`src/logic/otdb_pkg.sv`:
```
// constants and state type for the ook threshold demodulator and bit recovery unit
package otdb_pkg;

  // rssi lsb is 0.5 dB
  localparam logic [8:0] PEAK_OFFSET   = 9'h00c;
  localparam logic [3:0] SUB_LAST      = 4'hf;
  localparam logic [3:0] CENTER_SUB    = 4'h8;
  localparam logic [1:0] SUB_TICK_FRAC = 2'h3;
  localparam logic [4:0] LOCK_BITS     = 5'h18;
  localparam logic [2:0] BYTE_LAST     = 3'h7;

  typedef enum logic [1:0] {
    OTDB_THR_PEAK  = 2'b00,
    OTDB_THR_FIXED = 2'b01,
    OTDB_THR_AVG   = 2'b10
  } otdb_thr_t;

  typedef enum logic [1:0] {
    OTDB_MODE_CONT   = 2'b00,
    OTDB_MODE_BUFFER = 2'b01,
    OTDB_MODE_PACKET = 2'b10
  } otdb_mode_t;

  // decrement step in 0.5 dB units
  function automatic logic [8:0] otdb_step(input logic [2:0] code);
    case (code)
      3'h0: otdb_step = 9'h001;
      3'h1: otdb_step = 9'h002;
      3'h2: otdb_step = 9'h003;
      3'h3: otdb_step = 9'h004;
      3'h4: otdb_step = 9'h006;
      3'h5: otdb_step = 9'h008;
      3'h6: otdb_step = 9'h00a;
      default: otdb_step = 9'h00c;
    endcase
  endfunction

  // decrement interval in sixteenths of a chip, minus one
  function automatic logic [6:0] otdb_period(input logic [2:0] code);
    case (code)
      3'h0: otdb_period = 7'h0f;
      3'h1: otdb_period = 7'h1f;
      3'h2: otdb_period = 7'h3f;
      3'h3: otdb_period = 7'h7f;
      3'h4: otdb_period = 7'h07;
      3'h5: otdb_period = 7'h03;
      3'h6: otdb_period = 7'h01;
      default: otdb_period = 7'h00;
    endcase
  endfunction

  // average filter shift: bit rate over 8 pi .. over 32 pi
  function automatic logic [2:0] otdb_shift(input logic [1:0] code);
    case (code)
      2'h0: otdb_shift = 3'h2;
      2'h1: otdb_shift = 3'h3;
      2'h2: otdb_shift = 3'h3;
      default: otdb_shift = 3'h4;
    endcase
  endfunction

  typedef struct packed {
    logic [15:0][7:0] win;
    logic [3:0]       wptr;
    logic [11:0]      sum;
    logic [7:0]       rssi;
    logic [7:0]       peak;
    logic [11:0]      acc;
    logic             ook_q;
    logic [8:0]       tick_cnt;
    logic [3:0]       sub;
    logic [6:0]       dec_cnt;
    logic             raw_q;
    logic             edge_seen;
    logic [4:0]       lock_cnt;
    logic             bit_val;
    logic             recovered_bit_clock;
    logic             ib1;
    logic             ib2;
    logic             ib3;
    logic             ib_lvl;
    logic             synced_seen;
    logic [7:0]       sh;
    logic [2:0]       bitcnt;
    logic             wr_valid;
    logic [7:0]       wr_data;
    logic             data_out;
    logic             line_a;
    logic             line_b;
    logic             line_b_oe;
    logic             fifo_flag;
  } otdb_state_t;

endpackage

```
`src/logic/otdb_core.sv`:
```
// ook threshold demodulator, bit recovery unit and receive data path
// Functional notes
// - fsk data via sync or raw continuous
// - ook compares rssi to selected threshold type
// - peak threshold is tracked peak minus 6 dB
// - peak decays per period on zero/no signal
// - peak threshold stops and holds at floor
// - decrement period code decode table
// - decrement step code decode, default 0.5 dB
// - fixed mode compares against programmed constant
// - average mode low-pass filters rssi
// - bypass needs bypass bit and line low
// - sync always on in buffered/packet modes
// - bit rate is clock over 64(1+value)
// - clock rising edge centred, realigned on transitions
// - equal rates tolerate unlimited equal runs
// - continuous on data pin, else fifo
// - bits shifted in, bytes moved out
// - fifo writes only after sync match
// - fifo flag on selected interrupt line
// - rssi is 16-sample sliding average
`timescale 1ns/1ps
module otdb_core
  import otdb_pkg::*;
(
  // clock and reset
  input  wire logic       clk,
  input  wire logic       sys_rst,
  // demodulator inputs
  input  wire logic [7:0] rssi_sample,
  input  wire logic       rssi_sample_valid,
  input  wire logic       fsk_raw_data,
  input  wire logic       ook_select,
  // configuration
  input  wire logic [1:0] data_mode,
  input  wire logic [1:0] ook_threshold_type,
  input  wire logic [2:0] peak_decrement_step,
  input  wire logic [2:0] peak_decrement_period,
  input  wire logic [7:0] floor_threshold_value,
  input  wire logic [7:0] fixed_threshold_value,
  input  wire logic [1:0] average_cutoff_select,
  input  wire logic [6:0] bit_rate_value,
  input  wire logic       bit_sync_bypass,
  // receive control
  input  wire logic       rx_enable,
  input  wire logic       sync_match,
  input  wire logic       fifo_enable,
  input  wire logic       fifo_irq_on_b,
  input  wire logic [6:0] fifo_fill_count,
  input  wire logic [6:0] fifo_fill_limit,
  // fifo write side
  output logic            fifo_wr_valid,
  output logic [7:0]      fifo_wr_data,
  // pins
  output logic            data_pin,
  output logic            interrupt_line_a,
  input  wire logic       interrupt_line_b_in,
  output logic            interrupt_line_b_out,
  output logic            interrupt_line_b_oe,
  // status
  output logic [7:0]      rssi_value,
  output logic [7:0]      tracked_peak,
  output logic            bit_sync_locked,
  output logic            fifo_level_flag
);

  otdb_state_t s;
  otdb_state_t n;
  logic        cont;
  logic        bypass_eff;
  logic        sub_tick;
  logic        bit_strobe;
  logic        dec_tick;
  logic        demod;
  logic        edge_det;
  logic        locked;
  logic [8:0]  floor_peak;
  logic [8:0]  peak_low;
  logic [7:0]  thr;
  logic [8:0]  dec_val;
  logic [11:0] rssi16;
  logic [2:0]  shamt;

  assign cont       = (data_mode == OTDB_MODE_CONT);
  assign locked     = (s.lock_cnt == LOCK_BITS);
  assign bypass_eff = cont & bit_sync_bypass & ~s.ib_lvl;
  assign demod      = ook_select ? s.ook_q : fsk_raw_data;
  assign edge_det   = demod != s.raw_q;
  // sixteen sub ticks of 4(1+value) cycles make one bit
  assign sub_tick   = s.tick_cnt == {bit_rate_value, SUB_TICK_FRAC};
  assign bit_strobe = sub_tick & ~edge_det & (s.sub == CENTER_SUB - 4'h1);
  assign dec_tick   = sub_tick & (s.dec_cnt == otdb_period(peak_decrement_period));
  assign floor_peak = {1'b0, floor_threshold_value} + PEAK_OFFSET;
  assign peak_low   = {1'b0, s.peak} - PEAK_OFFSET;
  assign dec_val    = {1'b0, s.peak} - otdb_step(peak_decrement_step);
  assign rssi16     = {s.rssi, 4'h0};
  assign shamt      = otdb_shift(average_cutoff_select);

  // threshold select
  always_comb begin
    case (ook_threshold_type)
      OTDB_THR_PEAK: begin
        // peak minus offset, never below the floor
        if ({1'b0, s.peak} < floor_peak) begin
          thr = floor_threshold_value;
        end else begin
          thr = peak_low[7:0];
        end
      end
      OTDB_THR_FIXED: thr = fixed_threshold_value;
      default:        thr = s.acc[11:4];
    endcase
  end

  always_comb begin
    n = s;
    n.wr_valid = 1'b0;
    // pin synchroniser, level taken when stages two and three agree
    n.ib1 = interrupt_line_b_in;
    n.ib2 = s.ib1;
    n.ib3 = s.ib2;
    if (s.ib2 == s.ib3) begin
      n.ib_lvl = s.ib3;
    end
    // sliding average over sixteen samples
    if (rssi_sample_valid) begin
      n.sum = s.sum - {4'h0, s.win[s.wptr]} + {4'h0, rssi_sample};
      n.win[s.wptr] = rssi_sample;
      n.wptr = s.wptr + 4'h1;
      n.rssi = n.sum[11:4];
    end
    n.ook_q = s.rssi > thr;
    // peak tracking; a rise always beats a decay
    if (s.rssi > s.peak) begin
      n.peak = s.rssi;
    end else if (dec_tick & ~s.ook_q) begin
      if (dec_val < floor_peak) begin
        n.peak = (floor_peak[8]) ? 8'hff : floor_peak[7:0];
      end else begin
        n.peak = dec_val[7:0];
      end
    end
    if (sub_tick) begin
      n.dec_cnt = dec_tick ? 7'h00 : s.dec_cnt + 7'h01;
    end
    // single pole filter updated once per bit
    if (sub_tick & (s.sub == SUB_LAST)) begin
      if (rssi16 >= s.acc) begin
        n.acc = s.acc + ((rssi16 - s.acc) >> shamt);
      end else begin
        n.acc = s.acc - ((s.acc - rssi16) >> shamt);
      end
    end
    // bit recovery: transitions restart the bit, centre is sampled
    n.raw_q = demod;
    n.tick_cnt = sub_tick ? 9'h000 : s.tick_cnt + 9'h001;
    if (edge_det) begin
      n.sub = 4'h0;
      n.tick_cnt = 9'h000;
      n.edge_seen = 1'b1;
    end else if (sub_tick) begin
      n.sub = s.sub + 4'h1;
    end
    if (bit_strobe) begin
      n.bit_val = demod;
      n.edge_seen = 1'b0;
      if (s.edge_seen & ~locked) begin
        n.lock_cnt = s.lock_cnt + 5'h01;
      end else if (~locked) begin
        n.lock_cnt = 5'h00;
      end
    end
    n.recovered_bit_clock = n.sub >= CENTER_SUB;
    // byte assembly after a sync match
    if (~rx_enable | cont) begin
      n.synced_seen = 1'b0;
      n.bitcnt = 3'h0;
    end else begin
      if (sync_match) begin
        n.synced_seen = 1'b1;
      end
      if (bit_strobe & s.synced_seen & locked) begin
        n.sh = {s.sh[6:0], demod};
        n.bitcnt = s.bitcnt + 3'h1;
        if (s.bitcnt == BYTE_LAST) begin
          n.wr_valid = 1'b1;
          n.wr_data = {s.sh[6:0], demod};
        end
      end
    end
    // data pin and interrupt lines
    if (~cont) begin
      n.data_out = 1'b0;
    end else if (bypass_eff) begin
      n.data_out = demod;
    end else begin
      n.data_out = s.bit_val;
    end
    n.fifo_flag = fifo_enable & ~cont & (fifo_fill_count >= fifo_fill_limit);
    n.line_a = n.fifo_flag & ~fifo_irq_on_b;
    // released in continuous mode while bypass bit set so the host can hold it low
    n.line_b_oe = cont ? ~bit_sync_bypass : fifo_irq_on_b;
    n.line_b = cont ? n.recovered_bit_clock : n.fifo_flag;
  end

  // reset clears all state, so peak, rssi, filter and counters start at zero
  always_ff @(posedge clk or posedge sys_rst) begin
    if (sys_rst) begin
      s <= '0;
    end else begin
      s <= n;
    end
  end

  assign fifo_wr_valid        = s.wr_valid;
  assign fifo_wr_data         = s.wr_data;
  assign data_pin             = s.data_out;
  assign interrupt_line_a     = s.line_a;
  assign interrupt_line_b_out = s.line_b;
  assign interrupt_line_b_oe  = s.line_b_oe;
  assign rssi_value           = s.rssi;
  assign tracked_peak         = s.peak;
  assign bit_sync_locked      = locked;
  assign fifo_level_flag      = s.fifo_flag;
endmodule

```
`config.mk`:
```
export PLATFORM = sky130hd
export DESIGN_NAME = otdb_core
export DESIGN_NICKNAME = d
export VERILOG_FILES = /design/src/logic/otdb_pkg.sv /design/src/logic/otdb_core.sv
export SDC_FILE = /design/constraint.sdc
export NUM_CORES = 1
export LEC_CHECK = 0
export BUFFER_PORTS_ARGS = -buffer_cell sky130_fd_sc_hd__buf_4
export CAP_MARGIN = 10
export CORE_MARGIN = 3
export CORE_UTILIZATION = 35
export CTS_CLUSTER_DIAMETER = 150
export DETAILED_ROUTE_END_ITERATION = 8
export PLACE_DENSITY_LB_ADDON = 0.1
export SYNTH_ARGS = -nofsm -noshare
export SYNTH_HDL_FRONTEND = slang
export SYNTH_SLANG_ARGS = --single-unit
export TNS_END_PERCENT = 100
```
`constraint.sdc`:
```
create_clock -name clk -period 8.9 [get_ports clk]
set_clock_uncertainty 0.1 [all_clocks]
set_input_delay 0.445 -clock clk [delete_from_list [all_inputs] [get_ports clk]]
set_output_delay 0.445 -clock clk [all_outputs]
set_load 0.02 [all_outputs]
```
==> flow_metrics.py, run 1 <==
metrics = {
    "run_status": {
        "status": "finished clean",
    },
    "logic_synthesis": {
        "async_reset_ff_share_pct": 100.0,
        "syn_area_per_cell_um2": 9.963,
        "synth_fa_ha_area_share_pct": 9.704,
        "syn_nets": 1624,
        "synth_top_family_by_area": "compound AO/OA/AOI/OAI gates",
        "synth_edf_count": 0,
        "synth.cell_area_um2": 14470,
        "ys.warnings.count": 0,
        "synthXorXnorAreaFrac_pct": 3.935,
        "synth.mux.area_fraction_pct": 14.34,
        "synth-compound-area-share_pct": 14.40,
        "ys_types": 97,
        "synthSimpleGateAreaFrac_pct": 13.67,
        "synth.yosys.seq_area_share_pct": 38.40,
        "syn_inst": 1452,
        "ys.flop_type": "dfrtp_1",
        "ys_ff_latch": 222,
    },
    "routing": {
        "wire_per_inst_um": 18.24,
        "drc": 0,
        "via_count": 10820,
        "ant_nets": 0,
        "drt_pass1_iterations": 4,
        "first_iter_violations": 633,
        "via_per_inst": 5.245,
        "drt-total-wl_um": 37620,
    },
    "power_and_ir_drop": {
        "p_total_mw": 6.277,
        "leakagePower_nw": 7.495,
        "irDropWorstVdd_uv": 168.7,
        "share_comb_of_total_power_pct": 55.9,
        "seqPwrFrac_pct": 26.6,
        "p_int_mw": 3.640,
        "pwr-share-clk_pct": 17.4,
        "swShare_pct": 42.01,
        "powerDensity_nw_per_um2": 380.7,
        "power.switching_mw": 2.637,
    },
    "placed_design": {
        "gp_congestion": 0.8008,
        "dp_cells": 2005,
        "io_buffers": 98,
        "place_hpwl_um": 27350,
        "place_area_um2": 15530,
    },
    "clock_network": {
        "clock_latency_ns": 0.56,
        "h-tree-depth": 1,
        "cts_sinks": 222,
        "postCtsSetupRepairBufs": 0,
        "cts_buffers": 27,
        "path_clk_slew_ns": 0.06,
        "cts_tree": "yes",
        "clk_path_buf_depth": 3,
        "cts-root-buf": "clkbuf_16",
    },
    "global_route": {
        "grt_pass1_wl_um": 61420,
        "grt_pass1_vias": 10900,
        "grt_overflow_total": 0,
        "grt_usage_pct": 17.24,
        "grt_start_max_net_pins": 106,
        "antenna_found_initial": 0,
    },
    "finish": {
        "antenna_cells": 0,
        "layout_commonest_cell": "dfrtp_1",
        "synthToLayoutAreaGrowth_pct": 13.97,
        "drive_above_1_share_pct": 19.19,
        "layout.cells.non_filler": 2062,
        "fin_nets": 1688,
        "final_cell_mix": "dfrtp_1 (221), nand2_1 (160), o21ai_0 (145)",
        "final_cell_area_um2": 16490,
    },
    "min_path": {
        "hold_depth": 3,
        "hold_path_end": "s[25]",
        "hp-start": "sync_match",
        "worstHoldPathType": "in2reg",
    },
    "job": {
        "drv_cap": 0,
    },
    "timing": {
        "finalCritPeriodShare_pct": 58.48,
        "min_period_ns": 5.205,
        "slew-limit-headroom_pct": 34.81,
        "final-hold-violation-count": 0,
        "maxSlewViolCount": 0,
        "setup_violations": 0,
        "fmax_ghz": 0.1921,
        "tightest_slew_ns": 0.9750,
        "hold_ws_ns": 0.03992,
        "rsz0062_at_grt": "false",
        "fin_tns_setup_ns": 0,
    },
    "critical_path": {
        "cp.required_ns": 9.23,
        "critPathSlowestCell": "fa_1",
        "path_cells": "inv_1 > ha_1 > inv_1 > fa_1 > xor2_1 > mux2i_1 > mux2i_1 > inv_1 > ha_1 > inv_1 > a211oi_1 > nand2_1 > xnor2_1 > nand2_1 > o21ai_0 > ha_1 > o211ai_1 > o211ai_1 > a41oi_1 > o21ai_0 > nand4b_1 > o41ai_1 > a221oi_2 > xnor2_1",
        "critical_path.most_common_cell": "inv_1",
        "max_stage_delay_ns": 0.42,
        "critPathCaptureType": "flop",
        "reg2reg_to": "s[71]",
        "reg2regPathDepth": 24,
        "arrival_ns": 5.54,
        "crit_type": "reg2reg",
        "reg2reg_slack_ns": 3.69,
        "start_kind": "flop",
        "worst-path-max-fanout": 4,
        "r2r-start": "s[64]",
    },
    "floorplanning": {
        "fp-row-count": 73,
        "dieArea_um2": 43810,
        "coreArea_um2": 40280,
        "fp.dieH_um": 209.3,
        "initial_core_util_pct": 35.91,
        "io_pins": 99,
        "die_w_um": 209.3,
    },
}
==> through the flow <==
| stage | worst slack (ns) | utilization (%) |
|---|---|---|
| detailed placement | 3.564 | 38.56 |
| global placement | 3.703 | 38.56 |
| CTS | 3.668 | 40.93 |
| global route | 3.264 | 40.93 |
| floorplan | 2.277 | - |
| finish | 3.695 | 40.93 |
==> worst max-delay path: cells and delay by family, from the launching register on <==
| family | cells | cell delay [ns] |
|---|---|---|
| AOI/OAI and AO/OA | 8 | 1.76 |
| adders and majority gates | 4 | 1.18 |
| xor gates and xnor gates | 3 | 0.52 |
| DFF | 1 | 0.41 |
| buffers and inverters | 4 | 0.39 |
| muxes | 2 | 0.39 |
| and+or+nand+nor | 3 | 0.36 |
==> worst max path at each step <==
stage / slack (ns) / from / end
after floorplan: 2.28 / sys_rst / data_pin
after global placement: 3.70 / average_cutoff_select[0] / s[71]
after detailed placement: 3.56 / average_cutoff_select[0] / s[71]
after CTS: 3.67 / s[64] / s[71]
after global routing: 3.26 / s[94] / s[71]
final: 3.69 / s[64] / s[71]
==> kinds of logic (layout without fill, tap and decap cells) <==
logic type	after synthesis	in the layout
simple gates	405	405
compound gates	325	325
flops	222	222
buf+inv	181	266
mux	148	148
fa+ha+maj	106	106
xor+xnor	65	65
==> layer usage <==
layer	track usage, %	vias to the layer above	wire (um)
met5	0	-	0
met1	23.35	5295	17340
met4	3.487	0	578
met3	2.242	40	1326
li1	-	5337	-
met2	29.77	144	18370
==> repair_timing <==
action	in CTS	in global routing
endpoints found under the hold margin	107	0
hold buffers	7	0
gates resized for setup	0	0
==> sequential cells by signal, summed over array words and instances, names as in the netlist <==
name                  flops
n                         2
interrupt_line_b_out      1
data_pin                  1
interrupt_line_a          1
fifo_level_flag           1
tracked_peak              8
fifo_wr_valid             1
s                       198
fifo_wr_data              8
interrupt_line_b_oe       1
==> Yosys cell counts, types with 4 or more instances <==
cell type | instances | area [um^2]
mux2_2 | 71 | 799.5
nor3b_1 | 4 | 30.03
a31oi_1 | 10 | 62.56
o2111a_1 | 5 | 56.30
buf_4 | 24 | 180.2
a21oi_1 | 51 | 255.2
nand4_1 | 24 | 150.1
nor4_1 | 8 | 50.05
buf_2 | 4 | 20.02
xor2_1 | 26 | 227.7
o21a_1 | 8 | 60.06
nand2b_1 | 14 | 87.58
nand3_1 | 31 | 155.2
xnor2_1 | 39 | 341.6
nand2_1 | 160 | 600.6
and2_1 | 8 | 50.05
mux2i_1 | 34 | 340.3
inv_1 | 96 | 360.4
nor3_1 | 29 | 145.1
clkbuf_1 | 44 | 165.2
o31ai_1 | 7 | 52.55
o22ai_1 | 7 | 43.79
o21ai_0 | 145 | 725.7
mux4_2 | 40 | 900.9
a21o_1 | 16 | 120.1
o211ai_1 | 5 | 37.54
and3_1 | 7 | 43.79
ha_1 | 93 | 1164
dfrtp_1 | 222 | 5555
fa_1 | 11 | 220.2
buf_1 | 7 | 26.28
nor2b_1 | 12 | 75.07
a211oi_1 | 14 | 105.1
nor2_1 | 72 | 270.3
or2_2 | 5 | 31.28
nand3b_1 | 4 | 30.03
==> area by class of cell <==
type / instances / area (um^2)
clock buffers: 39 / 760.7
flip-flops and latches: 222 / 5557
clock inverters: 11 / 126.4
well taps: 525 / 656.9
fillers: 3958 / 23790
multi-input cells: 1049 / 8108
inverters: 98 / 375.4
repair buffers: 118 / 903.4
==> power groups by stage <==
stage | registers, mW | clock network, mW | logic (mW)
6_report | 1.67 | 1.09 | 3.51
5_1_grt | 1.73 | 1.18 | 3.94
4_1_cts | 1.68 | 1.13 | 3.54
3_5_place_dp | 1.69 | 0 | 3.52
3_3_place_gp | 1.69 | 0 | 3.48
2_1_floorplan | 1.54 | 0 | 2.84
Note: power is estimated with default switching activity, not from simulation.
==> run 2: changes to the inputs <==
Clock period 8.9 ns to 5.43 ns, I/O delays scaled along.
==> run 2 against run 1 <==
  * Critical endpoint is now s[70]
  * Via count rose by 0.94%
  * Global-route usage rose by 0.45 points
  * Flip-flop and latch count did not move
  * Die area did not move
  * Routed wire length rose by 2.5%
  * Cell area rose by 1.8%
  * Critical path depth fell by 4
  * First-iteration DRC count rose by 2.4%
  * Hold slack got worse by 0.010 ns
  * Final cell count rose by 1.2%
  * Count of clock-buffer cells in the layout fell by 6
  * Power rose by 66%
==> flow_metrics.py, run 2 (synthesis gave the netlist of run 1 again) <==
metrics = {
    "run_status": {
        "status": "finished clean",
    },
    "finish": {
        "drive_above_1_share_pct": 20.17,
        "antenna_cells": 0,
        "regMostFlops": "s",
        "final_cell_area_um2": 16780,
        "final_cell_mix": "dfrtp_1 (221), nand2_1 (160), o21ai_0 (144)",
        "largest_reg_flops": 198,
        "fin_nets": 1716,
        "layout_commonest_cell": "dfrtp_1",
        "synthToLayoutAreaGrowth_pct": 15.97,
    },
    "placed_design": {
        "io_buffers": 98,
        "pre_cts_slack_ns": 0.2311,
        "place_area_um2": 15650,
        "gp_congestion": 0.8279,
        "place_hpwl_um": 27630,
    },
    "routing": {
        "first_iter_violations": 648,
        "wire_per_inst_um": 18.48,
        "drt_pass1_iterations": 5,
        "drc": 0,
        "via_per_inst": 5.231,
        "ant_nets": 0,
        "drt-total-wl_um": 38570,
        "via_count": 10920,
    },
    "floorplanning": {
        "initial_core_util_pct": 35.91,
        "fp-row-count": 73,
        "dieArea_um2": 43810,
        "die_w_um": 209.3,
        "io_pins": 99,
        "coreArea_um2": 40280,
        "fp.dieH_um": 209.3,
    },
    "critical_path": {
        "critPathSlowestCell": "dfrtp_1",
        "reg2reg_slack_ns": 0.40,
        "cp.required_ns": 5.73,
        "crit_type": "reg2reg",
        "start_kind": "flop",
        "path_cells": "inv_1 > ha_2 > and2_1 > a31oi_1 > nand3_1 > nand4_1 > nand2_1 > nor2_1 > buf_4 > a21oi_1 > ha_1 > fa_1 > a21o_1 > a21oi_1 > o21bai_1 > a21oi_1 > o21bai_1 > a31oi_1 > mux2i_1 > o311ai_0",
        "arrival_ns": 5.34,
        "reg2regPathDepth": 20,
        "worst-path-max-fanout": 17,
        "reg2reg_to": "s[70]",
        "cp_top_family": "compound AO/OA/AOI/OAI gates",
        "critical_path.most_common_cell": "a21oi_1",
        "crit_buf_inv": 2,
        "max_stage_delay_ns": 0.44,
        "critPathCaptureType": "flop",
        "r2r-start": "s[94]",
    },
    "clock_network": {
        "clock_latency_ns": 0.56,
        "clk_path_buf_depth": 3,
        "cts_tree": "yes",
        "path_clk_slew_ns": 0.06,
        "cts_sinks": 222,
        "h-tree-depth": 1,
        "cts-root-buf": "clkbuf_16",
        "postCtsSetupRepairBufs": 0,
        "cts_buffers": 27,
    },
    "timing": {
        "hold_ws_ns": 0.02952,
        "rsz0062_at_grt": "false",
        "fin_tns_setup_ns": 0,
        "final-hold-violation-count": 0,
        "fmax_ghz": 0.1987,
        "maxSlewViolCount": 0,
        "slew-limit-headroom_pct": 31.71,
        "finalCritPeriodShare_pct": 92.68,
        "setup_violations": 0,
        "tightest_slew_ns": 1.018,
        "min_period_ns": 5.033,
        "finalWorstSetupSlack_ns": 0.3972,
    },
    "global_route": {
        "grt_start_max_net_pins": 133,
        "grt_overflow_total": 0,
        "grt_usage_pct": 17.69,
        "antenna_found_initial": 0,
        "grt_pass1_vias": 11130,
        "grt_pass1_wl_um": 62800,
    },
    "power_and_ir_drop": {
        "powerDensity_nw_per_um2": 620.7,
        "leakagePower_nw": 7.629,
        "irDropWorstVdd_uv": 367.6,
    },
    "min_path": {
        "hold_depth": 3,
        "hold_path_end": "s[25]",
        "worstHoldPathType": "in2reg",
        "hp-start": "rx_enable",
    },
    "job": {
        "drv_cap": 0,
    },
}
run 2: changes by cell type in the layout (fill, tap and decap cells not counted), moves of 2 or more:
| cell | delta |
|---|---|
| clkbuf_1 | -5 |
| inv_6 | +2 |
| clkinvlp_4 | +2 |
| buf_4 | +11 |
| dlygate4sd3_1 | +15 |
| buf_12 | +2 |
run 2: worst max path at each step:
stage               startpoint     to  slack (ns)  cells past startpoint
floorplan                s[94]  s[70]        0.74                     21
global placement         s[95]  s[71]        0.29                     17
detailed placement       s[64]  s[71]        0.23                     24
CTS                      s[64]  s[71]        0.16                     24
global route             s[94]  s[70]        0.02                     20
finish                   s[94]  s[70]        0.40                     20
run 2: worst register-to-register path, stage by stage (launching register included):
cell      delay (ns)
dfrtp_1         0.44
inv_1           0.21
ha_2            0.41
and2_1          0.19
a31oi_1         0.27
nand3_1         0.27
nand4_1         0.21
nand2_1         0.16
nor2_1          0.21
buf_4           0.25
a21oi_1         0.10
ha_1            0.23
fa_1            0.41
a21o_1          0.17
a21oi_1         0.21
o21bai_1        0.10
a21oi_1         0.23
o21bai_1        0.13
a31oi_1         0.26
mux2i_1         0.21
o311ai_0        0.13
run 2: layer usage:
metal	global-route usage (%)	wire length, um	up-vias
li1	-	-	5386
met1	23.54	17600	5342
met2	30.27	18650	142
met3	2.720	1303	48
met4	4.480	1020	0
met5	0	0	-
run 2: layout make-up:
type	instances	area [um^2]
timing repair buffer	146	1176
multi-input combinational	1049	8137
tap	525	656.9
fill	3958	23500
clock buffer	33	728.2
clock inverter	14	151.4
sequential	222	5557
inverter	98	371.6
run 2: repair_timing:
| item | 4_1_cts | 5_1_grt |
|---|---|---|
| hold endpoints to repair | 76 | 0 |
| hold buffers | 22 | 0 |
| gates resized for setup | 0 | 6 |
| endpoints found under the setup margin | 0 | 2 |
run 2: stage by stage:
step	total power [mW]	instances	utilization, %
finish	10.41	2087	41.65
global placement	8.536	2018	38.85
floorplan	7.172	1452	-
CTS	10.50	2087	41.58
global route	11.38	2087	41.65
detailed placement	8.614	2018	38.85
run 2: report_power, final:
group / total (mW) / internal, mW / leakage, nW / switching [mW]
Combinational: 5.92 / 2.73 / 4.36 / 3.20
Sequential: 2.68 / 2.24 / 2.84 / 0.441
Clock: 1.81 / 1.05 / 0.433 / 0.754
==> run 3: changes to the inputs <==
Settings changed: ABC_AREA set to 1, CORE_UTILIZATION 35 to 55.
==> run 3 against run 2 <==
  * Critical path depth down 3
  * Highest routed layer unchanged
  * Routed wire length shrank 2.7%
  * Combinational power decreased by 4.7%
  * Synthesized cell count increased by 33%
  * Non-clock buffer count fell by 23
  * Final cell count grew 12%
  * Hold slack got worse by 0.0082 ns
==> flow_metrics.py, run 3 <==
metrics = {
    "run_status": {
        "status": "finished clean",
    },
    "placed_design": {
        "place_hpwl_um": 26040,
        "io_buffers": 98,
        "gp_congestion": 0.9713,
    },
    "logic_synthesis": {
        "ys_top_cells_by_area": "dfrtp_1 (38%), nand2_1 (12%), o21ai_0 (8.1%), ha_1 (8.0%), inv_1 (5.4%)",
        "ys.warnings.count": 0,
        "yosysMostFrequentCell": "nand2_1",
        "synth_area_leader_cell": "dfrtp_1",
        "syn_nets": 2099,
        "syn_inst": 1927,
        "async_reset_ff_share_pct": 100.0,
        "synth_common_cells": "nand2_1 (469), o21ai_0 (234), dfrtp_1 (222), inv_1 (208), nor2_1 (153)",
        "ys.flop_type": "dfrtp_1",
        "synth.cell_area_um2": 14460,
        "synth_top_area_share_pct": 38.41,
        "ys_ff_latch": 222,
        "synth_edf_count": 0,
        "syn_area_per_cell_um2": 7.505,
        "ys_types": 55,
        "synth.yosys.seq_area_share_pct": 38.41,
    },
    "power_and_ir_drop": {
        "leakagePower_nw": 8.157,
        "irDropWorstVdd_uv": 482.3,
        "powerDensity_nw_per_um2": 623.0,
        "p_total_mw": 10.20,
    },
    "critical_path": {
        "worst-path-max-fanout": 15,
        "arrival_ns": 4.57,
        "critPathSlowestCell": "dfrtp_1",
        "crit_type": "reg2reg",
        "crit_buf_inv": 2,
        "start_kind": "flop",
        "critical_path.most_common_cell": "nand2_1",
        "cp.required_ns": 5.75,
        "max_stage_delay_ns": 0.52,
        "cp_top_family": "adder cells",
        "path_cells": "inv_1 > ha_1 > nand2_1 > nor3_1 > nand3_1 > nand3_1 > inv_1 > nand2_1 > o21ai_0 > ha_1 > fa_1 > a21oi_1 > or2_2 > nand2_1 > a21oi_1 > xor2_1 > o21ai_0",
        "critPathCaptureType": "flop",
    },
    "finish": {
        "multi_input_area_um2": 7649,
        "antenna_cells": 0,
        "regArea_um2": 5557,
        "largest_reg_flops": 198,
        "final_cell_mix": "nand2_1 (469), o21ai_0 (234), dfrtp_1 (221)",
        "fin_nets": 2164,
        "n_fill_cell": 2292,
        "synthToLayoutAreaGrowth_pct": 13.16,
        "regMostFlops": "s",
        "drive_above_1_share_pct": 10.29,
        "layout_commonest_cell": "nand2_1",
    },
    "clock_network": {
        "cts_buffers": 25,
        "cts-root-buf": "clkbuf_16",
        "cts_resized": 0,
        "cts_sinks": 222,
        "clk_path_buf_depth": 3,
        "clock_latency_ns": 0.54,
        "postCtsSetupRepairBufs": 0,
        "h-tree-depth": 1,
        "cts_tree": "yes",
        "path_clk_slew_ns": 0.06,
    },
    "timing": {
        "rsz0062_at_grt": "false",
        "finalCritPeriodShare_pct": 78.34,
        "tightest_slew_ns": 1.034,
        "min_period_ns": 4.254,
        "fmax_ghz": 0.2351,
        "slew-limit-headroom_pct": 30.84,
        "setup_violations": 0,
        "maxSlewViolCount": 0,
        "hold_ws_ns": 0.02134,
        "final-hold-violation-count": 0,
        "fin_tns_setup_ns": 0,
    },
    "global_route": {
        "grt_overflow_total": 0,
        "grt_start_max_net_pins": 132,
        "antenna_found_initial": 0,
        "grt_pass1_wl_um": 61730,
        "grt_pass1_vias": 12470,
        "grt_usage_pct": 26.08,
    },
    "routing": {
        "first_iter_violations": 1043,
        "via_per_inst": 5.597,
        "via_count": 13100,
        "drt_pass1_iterations": 6,
        "drt-total-wl_um": 37520,
        "wire_per_inst_um": 16.03,
        "drc": 0,
        "ant_nets": 0,
    },
    "floorplanning": {
        "die_w_um": 168.2,
        "initial_core_util_pct": 56.62,
        "coreArea_um2": 25540,
        "fp-row-count": 58,
        "io_pins": 99,
        "dieArea_um2": 28280,
        "fp.dieH_um": 168.2,
    },
    "min_path": {
        "worstHoldPathType": "in2reg",
    },
    "job": {
        "drv_cap": 0,
    },
}
[run 3: changes by cell type after synthesis, moves of 13 or more]
cell,before,now
o21ai_0,145,234
nor2_1,72,153
inv_1,96,208
nand2_1,160,469
mux2_2,71,0
a21oi_1,51,91
mux4_2,40,0
nand3_1,31,116
mux2i_1,34,1
o21ai_2,0,13
nand2b_1,14,0
xnor2_1,39,11
o22ai_1,7,36
[run 3: area by class of cell]
| type | count | area share [%] |
|---|---|---|
| timing repair buffer | 123 | 6.086 |
| tap | 330 | 2.523 |
| clock buffer | 31 | 4.205 |
| multi-input combinational | 1401 | 46.74 |
| sequential | 222 | 33.95 |
| inverter | 219 | 5.046 |
| clock inverter | 15 | 1.453 |
[run 3: metrics by stage]
stage	utilization, %	cell area [um^2]	cells	setup WS [ns]
after floorplan	-	14470	1927	1.887
after global placement	59.70	15250	2276	1.307
after detailed placement	59.70	15250	2276	1.292
after CTS	64.07	16370	2341	1.272
after global routing	64.07	16370	2341	0.7561
final	64.07	16370	2341	1.176
[run 3: report_power, final]
group	leakage [nW]	internal (mW)	total [mW]	switching, mW
Clock	0.445	1.15	1.88	0.729
Combinational	4.94	2.08	5.64	3.57
Sequential	2.77	2.25	2.67	0.424
[run 3: cell families after synthesis]
group	count (synthesis)	synth area share, %
xor gates and xnor gates	43	2.656
DFF	222	38.41
AOI/OAI and AO/OA	419	15.81
and+or+nand+nor	833	24.71
adders and majority gates	105	9.638
buffers and inverters	304	8.703
muxes	1	0.06921
[run 3: metal layers]
layer / vias to the layer above / global-route usage [%] / routed length [um]
met3: 58 / 3.029 / 2267
met1: 6164 / 38.09 / 17440
li1: 6461 / - / -
met4: 0 / 6.332 / 741
met5: - / 0 / 0
met2: 419 / 41.90 / 17080
[run 3: path summary, 6_finish.rpt]
kind	startpoint	slack (ns)	endpoint	cells past startpoint
min reg2reg	n[28]	0.25	n[27]	0
min	ook_select	0.02	s[38]	3
min in group asynchronous	sys_rst	0.21	s[19]	3
max in group asynchronous	sys_rst	3.74	s[191]	4
max	s[94]	1.18	s[68]	17
max reg2reg	s[94]	1.18	s[68]	17
[run 3: timing repair]
| item | in CTS | in global routing |
|---|---|---|
| endpoints found under the setup margin | 0 | 0 |
| hold buffers | 19 | 0 |
| endpoints found under the hold margin | 43 | 0 |
[run 3: worst reg2reg max path, stage by stage, from the launching register on]
cell and delay (ns):
dfrtp_1 0.52, inv_1 0.22, ha_1 0.51, nand2_1 0.14
nor3_1 0.32, nand3_1 0.12, nand3_1 0.29, inv_1 0.28
nand2_1 0.12, o21ai_0 0.09, ha_1 0.23, fa_1 0.45
a21oi_1 0.18, or2_2 0.14, nand2_1 0.05, a21oi_1 0.14
xor2_1 0.14, o21ai_0 0.08
